**config.mk**
```make
export PLATFORM = sky130hd
export DESIGN_NAME = parallel_slave_port
export DESIGN_NICKNAME = d
export VERILOG_FILES = /design/src/parallel_slave_port.v
export VERILOG_INCLUDE_DIRS = /design/src /design/src/src
export SDC_FILE = /design/constraint.sdc
export NUM_CORES = 1
export LEC_CHECK = 0
export ABC_CLOCK_PERIOD_IN_PS = 2100
export BUFFER_PORTS_ARGS = -buffer_cell sky130_fd_sc_hd__buf_2
export CORE_ASPECT_RATIO = 0.75
export CORE_UTILIZATION = 53
export DETAILED_ROUTE_END_ITERATION = 7
export GPL_ROUTABILITY_DRIVEN = 0
export HOLD_SLACK_MARGIN = 0.15
export PLACE_DENSITY = 0.78
export SYNTH_ARGS = -nofsm -noshare
export SYNTH_HDL_FRONTEND = slang
export SYNTH_SLANG_ARGS = --single-unit
```
**constraint.sdc**
```tcl
create_clock -name pclk -period 2.1 [get_ports pclk]
set_clock_uncertainty 0.05 [all_clocks]
set_input_delay 0.21 -clock pclk [delete_from_list [all_inputs] [get_ports pclk]]
set_output_delay 0.21 -clock pclk [all_outputs]
set_load 0.01 [all_outputs]
```
**src/slave_port_regs.vh**
```
/*
 * Register offsets, field positions, reset values and phase timing for the
 * parallel slave port. Definitions only; included by the design file.
 */
`ifndef SLAVE_PORT_REGS_VH
`define SLAVE_PORT_REGS_VH

// Register indices as printed; byte address is four times the index.
`define IDX_DATA_LATCH 8'h08
`define IDX_CTRL_PIN 8'h09
`define IDX_CORE_INT 8'h0B
`define IDX_PERIPH_FLAGS 8'h0C
`define IDX_STATUS_DIR 8'h89
`define IDX_PERIPH_EN 8'h8C
`define IDX_ANALOG_CFG 8'h9F
`define IDX_DATA_DIR 8'h88

// Field positions in the status and direction register.
`define BIT_IBF 7
`define BIT_OBF 6
`define BIT_INPUT_OVERFLOW 5
`define BIT_MODE 4
// Field position of the slave port flag and enable.
`define BIT_SPIF 7

// Reset values.
`define RST_STATUS_DIR 8'h07
`define RST_ZERO8 8'h00
`define RST_ANALOG 3'h0
`define RST_DATA_DIR 8'hFF
`define RST_CTRL_PIN 3'h0

// Instruction cycle phases: counter values for phase one, phase two and phase four.
`define PHASE_ONE 2'h0
`define PHASE_TWO 2'h1
`define PHASE_FOUR 2'h3

`endif

```
**src/parallel_slave_port.v**
```verilog
/*
 * Parallel slave port with its APB register file.
 * Assumes an APB master on pclk and an external 8-bit bus master driving
 * active-low strobes and the data pins asynchronously to pclk.
 */
// Decided for this implementation: register access over APB.
// What this block does
// Mode bit makes data port an async slave
// Mode bit turns control pins into strobes
// Firmware sets pins input and digital first; the block does not check this, and the analog setting drives nothing
// Separate 8-bit output and input latches
// Write loads output, read returns input latch
// Data direction register ignored in slave mode
// Write starts on chip-select and write low
// Input full set phase four after phase two
// Irq flag set with input full
// In slave mode only firmware data read clears input full
// Second unread write sets overflow flag
// Read drives output latch onto bus
// Read start clears output full at once
// Read end sets irq flag phase-timed
// Output full stays clear until firmware write
// Mode off holds both full flags clear
// Overflow stays set until firmware clears
// Irq flag latched, forwarded only when enabled
// Strobes synchronised; data latched during write
// Active-low strobes; four phases per cycle
`timescale 1ns/1ps
`include "slave_port_regs.vh"

module parallel_slave_port (
   // APB clock and reset.
   input wire pclk,
   input wire presetn,
   // APB slave.
   input wire psel,
   input wire penable,
   input wire pwrite,
   input wire [31:0] paddr,
   input wire [31:0] pwdata,
   output reg [31:0] prdata,
   output reg pready,
   output reg pslverr,
   // Control pins: read, write and chip-select strobes, active low.
   input wire rd_n_in,
   input wire wr_n_in,
   input wire cs_n_in,
   output reg [2:0] ctrl_out,
   output reg [2:0] ctrl_oe,
   // Data pins.
   input wire [7:0] data_in,
   output reg [7:0] data_out,
   output reg [7:0] data_oe,
   // Slave port interrupt request to the core.
   output reg irq
);

   // Byte address of a register index.
   function [31:0] reg_addr;
      input [7:0] idx;
      begin
         reg_addr = {22'h0, idx, 2'h0};
      end
   endfunction

   // Registers.
   reg [7:0] out_latch_reg;
   reg [7:0] in_latch_reg;
   reg [7:0] data_dir_reg;
   reg [2:0] ctrl_pin_reg;
   reg [7:0] status_dir_reg;
   reg [7:0] core_int_reg;
   reg [7:0] periph_flags_reg;
   reg [7:0] periph_en_reg;
   reg [2:0] analog_cfg_reg;
   reg [1:0] phase_reg;
   // Data pin delay line, kept in step with the strobe synchronisers.
   reg [7:0] data_s1_reg;
   reg [7:0] data_s2_reg;
   reg [7:0] data_s3_reg;
   reg [7:0] data_s4_reg;

   // Strobe synchronisers: three stages each, change accepted when 2 and 3 agree.
   reg [2:0] rd_s_reg;
   reg [2:0] wr_s_reg;
   reg [2:0] cs_s_reg;
   reg rd_q_reg;
   reg wr_q_reg;
   reg cs_q_reg;
   // Pending completion: waiting for phase two, then phase four.
   reg wr_pend_reg;
   reg wr_seen2_reg;
   reg rd_pend_reg;
   reg rd_seen2_reg;

   wire mode = status_dir_reg[`BIT_MODE];
   wire wr_act = mode & ~cs_q_reg & ~wr_q_reg;
   wire rd_act = mode & ~cs_q_reg & ~rd_q_reg;
   // Raw async read detect for the immediate flag clear and bus drive. Only
   // these uses bypass the synchronisers: settling margin is traded for speed.
   wire rd_raw = mode & ~cs_n_in & ~rd_n_in;
   wire wr_raw = mode & ~cs_n_in & ~wr_n_in;

   wire acc = psel & penable;
   wire wr_acc = acc & pwrite;
   wire rd_acc = acc & ~pwrite;
   wire hit_data = paddr == reg_addr(`IDX_DATA_LATCH);
   wire hit_ctrl = paddr == reg_addr(`IDX_CTRL_PIN);
   wire hit_core = paddr == reg_addr(`IDX_CORE_INT);
   wire hit_flags = paddr == reg_addr(`IDX_PERIPH_FLAGS);
   wire hit_stat = paddr == reg_addr(`IDX_STATUS_DIR);
   wire hit_en = paddr == reg_addr(`IDX_PERIPH_EN);
   wire hit_ana = paddr == reg_addr(`IDX_ANALOG_CFG);
   // The data direction register is reachable in both modes; only general port drive uses it.
   wire hit_dir = paddr == reg_addr(`IDX_DATA_DIR);
   wire hit_any = hit_data | hit_ctrl | hit_core | hit_flags |
                  hit_stat | hit_en | hit_ana | hit_dir;

   wire at_p2 = phase_reg == `PHASE_TWO;
   wire at_p4 = phase_reg == `PHASE_FOUR;
   wire wr_done = wr_pend_reg & wr_seen2_reg & at_p4;
   wire rd_done = rd_pend_reg & rd_seen2_reg & at_p4;

   // Four-phase instruction cycle counter. It runs free from reset, so a
   // completion lands two to five clocks after the release is accepted.
   always @(posedge pclk or negedge presetn) begin
      if (!presetn) begin
         phase_reg <= `PHASE_ONE;
      end else begin
         phase_reg <= phase_reg + 2'h1;
      end
   end

   // Strobe synchronisers; the accepted level only moves when stages agree,
   // which also drops a one-clock glitch on a strobe pin.
   always @(posedge pclk or negedge presetn) begin
      if (!presetn) begin
         rd_s_reg <= 3'h7;
         wr_s_reg <= 3'h7;
         cs_s_reg <= 3'h7;
         rd_q_reg <= 1'b1;
         wr_q_reg <= 1'b1;
         cs_q_reg <= 1'b1;
      end else begin
         rd_s_reg <= {rd_s_reg[1:0], rd_n_in};
         wr_s_reg <= {wr_s_reg[1:0], wr_n_in};
         cs_s_reg <= {cs_s_reg[1:0], cs_n_in};
         if (rd_s_reg[1] == rd_s_reg[2]) begin
            rd_q_reg <= rd_s_reg[2];
         end
         if (wr_s_reg[1] == wr_s_reg[2]) begin
            wr_q_reg <= wr_s_reg[2];
         end
         if (cs_s_reg[1] == cs_s_reg[2]) begin
            cs_q_reg <= cs_s_reg[2];
         end
      end
   end

   // Data pins delayed to line up with the accepted strobe levels: a strobe
   // takes four edges from pin to wr_act, so the byte seen on the last active
   // edge is the one that stood on the pins while the strobes were low.
   always @(posedge pclk or negedge presetn) begin
      if (!presetn) begin
         data_s1_reg <= `RST_ZERO8;
         data_s2_reg <= `RST_ZERO8;
         data_s3_reg <= `RST_ZERO8;
         data_s4_reg <= `RST_ZERO8;
      end else begin
         data_s1_reg <= data_in;
         data_s2_reg <= data_s1_reg;
         data_s3_reg <= data_s2_reg;
         data_s4_reg <= data_s3_reg;
      end
   end

   // Input latch follows the delayed bus while a write is accepted; the last
   // byte taken before the strobes are seen high is the captured byte.
   always @(posedge pclk or negedge presetn) begin
      if (!presetn) begin
         in_latch_reg <= `RST_ZERO8;
      end else if (wr_act) begin
         in_latch_reg <= data_s4_reg;
      end
   end

   // Completion trackers: an accepted strobe arms; after its release, next phase two then phase four fires.
   // A new strobe before completion re-arms, so one completion marks one transfer.
   always @(posedge pclk or negedge presetn) begin
      if (!presetn) begin
         wr_pend_reg <= 1'b0;
         wr_seen2_reg <= 1'b0;
         rd_pend_reg <= 1'b0;
         rd_seen2_reg <= 1'b0;
      end else begin
         if (wr_act) begin
            wr_pend_reg <= 1'b1;
            wr_seen2_reg <= 1'b0;
         end else if (wr_done) begin
            wr_pend_reg <= 1'b0;
            wr_seen2_reg <= 1'b0;
         end else if (wr_pend_reg & at_p2) begin
            wr_seen2_reg <= 1'b1;
         end
         if (rd_act) begin
            rd_pend_reg <= 1'b1;
            rd_seen2_reg <= 1'b0;
         end else if (rd_done) begin
            rd_pend_reg <= 1'b0;
            rd_seen2_reg <= 1'b0;
         end else if (rd_pend_reg & at_p2) begin
            rd_seen2_reg <= 1'b1;
         end
      end
   end

   // Register file writes and flag updates; hardware sets win over clears other than mode off, so a
   // completion that meets a firmware clear in the same cycle is never lost.
   always @(posedge pclk or negedge presetn) begin
      if (!presetn) begin
         out_latch_reg <= `RST_ZERO8;
         data_dir_reg <= `RST_DATA_DIR;
         ctrl_pin_reg <= `RST_CTRL_PIN;
         status_dir_reg <= `RST_STATUS_DIR;
         core_int_reg <= `RST_ZERO8;
         periph_flags_reg <= `RST_ZERO8;
         periph_en_reg <= `RST_ZERO8;
         analog_cfg_reg <= `RST_ANALOG;
      end else begin
         if (wr_acc & hit_data) begin
            out_latch_reg <= pwdata[7:0];
         end
         if (wr_acc & hit_dir) begin
            data_dir_reg <= pwdata[7:0];
         end
         if (wr_acc & hit_ctrl) begin
            ctrl_pin_reg <= pwdata[2:0];
         end
         if (wr_acc & hit_core) begin
            core_int_reg <= pwdata[7:0];
         end
         if (wr_acc & hit_en) begin
            periph_en_reg <= pwdata[7:0];
         end
         if (wr_acc & hit_ana) begin
            analog_cfg_reg <= pwdata[2:0];
         end
         // Mode and direction bits are firmware-written; flags are not.
         if (wr_acc & hit_stat) begin
            status_dir_reg[`BIT_MODE] <= pwdata[`BIT_MODE];
            status_dir_reg[2:0] <= pwdata[2:0];
         end
         // Overflow: firmware may only clear it; a new overflow wins.
         if (wr_done & status_dir_reg[`BIT_IBF]) begin
            status_dir_reg[`BIT_INPUT_OVERFLOW] <= 1'b1;
         end else if (wr_acc & hit_stat & ~pwdata[`BIT_INPUT_OVERFLOW]) begin
            status_dir_reg[`BIT_INPUT_OVERFLOW] <= 1'b0;
         end
         // Input full: set on write completion, cleared by a data read or by mode off.
         if (~mode) begin
            status_dir_reg[`BIT_IBF] <= 1'b0;
         end else if (wr_done) begin
            status_dir_reg[`BIT_IBF] <= 1'b1;
         end else if (rd_acc & hit_data) begin
            status_dir_reg[`BIT_IBF] <= 1'b0;
         end
         // Output full: cleared at read start, set again by a firmware write.
         if (~mode | rd_raw | rd_act) begin
            status_dir_reg[`BIT_OBF] <= 1'b0;
         end else if (wr_acc & hit_data) begin
            status_dir_reg[`BIT_OBF] <= 1'b1;
         end
         // Irq flag: set by either completion, held until firmware clears it.
         if (wr_done | rd_done) begin
            periph_flags_reg[`BIT_SPIF] <= 1'b1;
         end else if (wr_acc & hit_flags) begin
            periph_flags_reg[`BIT_SPIF] <= pwdata[`BIT_SPIF];
         end
         if (wr_acc & hit_flags) begin
            periph_flags_reg[6:0] <= pwdata[6:0];
         end
      end
   end

   // The output-full bit also reads clear combinationally the moment a read
   // strobe pair appears, so the clear needs no clock phase.
   wire [7:0] status_view = {status_dir_reg[7], status_dir_reg[6] & ~rd_raw, status_dir_reg[5:4], 1'b0,
                             status_dir_reg[2:0]};

   // APB answer: zero wait states, error on an unmapped address. Read data is
   // taken at the setup edge, so a read-to-clear flag changes only at access.
   always @(posedge pclk or negedge presetn) begin
      if (!presetn) begin
         prdata <= 32'h00000000;
         pready <= 1'b0;
         pslverr <= 1'b0;
      end else begin
         pready <= psel & ~penable;
         pslverr <= psel & ~penable & ~hit_any;
         prdata <= 32'h00000000;
         if (psel & ~penable & ~pwrite) begin
            if (hit_data) begin
               prdata <= {24'h000000, in_latch_reg};
            end else if (hit_ctrl) begin
               prdata <= {29'h0, mode ? {~cs_q_reg, ~wr_q_reg, ~rd_q_reg} : ctrl_pin_reg};
            end else if (hit_core) begin
               prdata <= {24'h000000, core_int_reg};
            end else if (hit_flags) begin
               prdata <= {24'h000000, periph_flags_reg};
            end else if (hit_stat) begin
               prdata <= {24'h000000, status_view};
            end else if (hit_en) begin
               prdata <= {24'h000000, periph_en_reg};
            end else if (hit_ana) begin
               prdata <= {29'h0, analog_cfg_reg};
            end else if (hit_dir) begin
               prdata <= {24'h000000, data_dir_reg};
            end
         end
      end
   end

   // Pin drive. In slave mode the strobes alone steer the data drivers and the
   // control pins are inputs; otherwise the direction registers rule. The raw
   // strobes steer the drivers so the bus turns one clock after a read starts.
   always @(posedge pclk or negedge presetn) begin
      if (!presetn) begin
         data_out <= 8'h00;
         data_oe <= 8'h00;
         ctrl_out <= 3'h0;
         ctrl_oe <= 3'h0;
         irq <= 1'b0;
      end else begin
         data_out <= out_latch_reg;
         if (mode) begin
            data_oe <= (rd_raw & ~wr_raw) ? 8'hFF : 8'h00;
            ctrl_oe <= 3'h0;
         end else begin
            data_oe <= ~data_dir_reg;
            ctrl_oe <= ~status_dir_reg[2:0];
         end
         ctrl_out <= ctrl_pin_reg;
         irq <= periph_flags_reg[`BIT_SPIF] & periph_en_reg[`BIT_SPIF];
      end
   end

endmodule

```
==> results.yml <==
run:
  drv_cap: 0
place:
  dp_hpwl_um: 9445
  portBuffers: 88
  place_area_sq_um: 6611
  pre_cts_slack_ps: -128.9
  place_inst: 682
die:
  dieWidth_um: 123.0
  coreArea_sq_um: 10490
  die-area_sq_um: 11400
  die_y_um: 92.72
  std_cell_rows: 32
  ios: 137
  start_util_pct: 55.44
grt:
  antenna_found_initial: 0
  grt_overflow: 0
  grt_use_met3_pct: 6.342
  globalRouteMet1Util_pct: 35.55
  grt_start_max_net_pins: 59
  grt_use_met2_pct: 41.15
  grt-busiest-layer: "met2"
  grt_pass1_vias: 4213
  grt_usage_pct: 26.24
  grt_pass1_wl_um: 21760
critical_path:
  rrSetupSlack_ps: 390
  r2r-start: "status_dir_reg[2]"
  end_kind: "flop"
  cp.depth: 7
  path_cells: "dlygate4sd3_1 -> buf_2 -> and3_1 -> nand3_2 -> nor3_4 -> buf_4 -> mux2_2"
  crit_buf_inv: 3
  critPathSlowestCell: "dlygate4sd3_1"
  arrival_ps: 2240
  reg2reg_to: "prdata[2]"
  criticalPathCategory: "in -> reg"
  start_kind: "input pin"
  cpPeakStageDelay_ps: 530
  crit_family: "simple AND/OR/NAND/NOR gates"
  worstRegToRegCells: 5
  cp_max_fo: 5
  cp.required_ps: 2340
cells_and_area:
  most-common-layout-cells: "121 x dfrtp_1, 87 x buf_2, 50 x mux2_2"
  nets: 670
  drive_above_1_share_pct: 41.83
  layout_commonest_cell: "dfrtp_1"
  fin_area_sq_um: 7396
  diodes: 0
  area_delta_synth_final_pct: 27.17
  final_cells: 736
sta:
  slew_headroom_pct: 63.69
  timing.hold.ws_ps: 206.4
  worst_pin_slew_ps: 544.6
  period_needed_ps: 2003
  fin_ws_ps: 97.23
  hold_viol_final: 0
  clock.fmax_mhz: 499.3
  finalSetupViolCount: 0
  setup_tns_ps: 0
  min_period_over_period_pct: 95.37
  rsz0062_at_grt: "false"
  slew_violations: 0
detailed_routing:
  wl_um: 13540
  drtIter0Drc: 412
  route.detailed.wl_per_inst_um: 18.40
  dr.pass1.iters: 6
  ant_nets: 0
  viasPerCell: 5.549
  vias: 4084
  drc: 0
cts:
  h-tree-depth: 4
  cts_sinks: 144
  clockRootBuffer: "clkbuf_16"
  cts_setup_buffers: 0
  clk_latency_ps: 410
  cts_buffers: 17
  cts_tree: "done"
  clk_path_buf_depth: 2
  path_clk_slew_ps: 60
min_path:
  hp-class: "in -> reg"
  whs_endpoint: "status_dir_reg[7]"
  min-delay-start: "penable"
  hold_depth: 4
synthesis:
  synth_flop_cell: "dfrtp_1"
  yosysSeqAreaShare_pct: 62.46
  syn_area_per_cell_sq_um: 13.43
  synth.ff_latch_count: 144
  synth_edf_count: 0
  synth_cell_types: 59
  syn_area_sq_um: 5816
  syn_inst: 433
  ys_async_sr_fraction_pct: 100.0
  ys_warn_count: 0
pwr:
  peakVddDrop_mv: 0.5088
  power.density_nw_per_um2: 804.0
  p_leak_nw: 3.517
run_status:
  outcome: "completed"
-- worst min-delay path, stage by stage --
cell and delay (ps):
buf_2 120, nand2_1 60, o31ai_1 60, a21boi_0 160
-- worst max-delay path by stage --
stage,from,endpoint,slack [ps]
final,pwrite,periph_en_reg[6],100
after CTS,pwrite,periph_en_reg[7],170
after floorplan,paddr[14],out_latch_reg[0],-150
after global routing,pwrite,periph_en_reg[5],50
after global placement,paddr[14],out_latch_reg[1],-130
after detailed placement,paddr[14],periph_en_reg[6],-130
-- where the power goes --
part	switching, mW	total, mW	internal [mW]	leakage (nW)
Combinational	0.175	0.288	0.113	1.47
Sequential	0.0185	2.85	2.84	1.78
Clock	1.14	2.80	1.66	0.266
-- layer usage --
metal | wire length (um) | vias to the layer above | part of all wire, %
li1 | - | 1820 | -
met1 | 5875 | 2022 | 43
met2 | 6346 | 208 | 47
met3 | 1038 | 34 | 7.7
met4 | 280 | 0 | 2.1
met5 | 0 | - | 0
-- metrics by stage --
stage	total power, mW	util, %
6_report	5.946	70.50
2_1_floorplan	3.008	-
4_1_cts	6.001	70.50
5_1_grt	6.158	70.50
3_3_place_gp	3.143	63.02
3_5_place_dp	3.153	63.02
-- final cells by class --
| type | count | area (sq um) |
|---|---|---|
| Clock buffer | 19 | 442.9 |
| Clock inverter | 12 | 111.4 |
| Fill cell | 708 | 3094 |
| Inverter | 8 | 30.03 |
| Multi-Input combinational cell | 266 | 1994 |
| Sequential cell | 144 | 3632 |
| Tap cell | 136 | 170.2 |
| Timing Repair Buffer | 151 | 1015 |
-- cells in the mapped netlist (6+ instances only) --
cell type / count / area (sq um)
dfstp_2: 23 / 604.3
mux2_4: 8 / 120.1
a21oi_1: 11 / 55.05
buf_4: 25 / 187.7
inv_1: 8 / 30.03
mux2_2: 52 / 585.6
nand2_1: 25 / 93.84
dfrtp_1: 121 / 3028
nand3_1: 12 / 60.06
mux2i_1: 6 / 60.06
nor2_1: 22 / 82.58
clkbuf_1: 9 / 33.78
o21ai_0: 19 / 95.09
-- timing repair --
item / 4_1_cts / 5_1_grt
hold buffers: 23 / 0
endpoints found under the hold margin: 122 / 0
gates resized for setup: 0 / 0
-- cells by family (layout without fill, tap and decap cells) --
family / count (synthesis) / count (layout) / synth area share, %
other: 1 / 24 / 0.06448
AO/OA/AOI/OAI: 64 / 64 / 7.293
flip-flops: 144 / 144 / 62.46
adder cells (fa/ha/maj): 5 / 5 / 0.9466
buffers and inverters: 46 / 190 / 4.862
AND/OR/NAND/NOR: 107 / 107 / 11.21
multiplexers: 66 / 66 / 13.17
(Power assumes the default switching activity.)
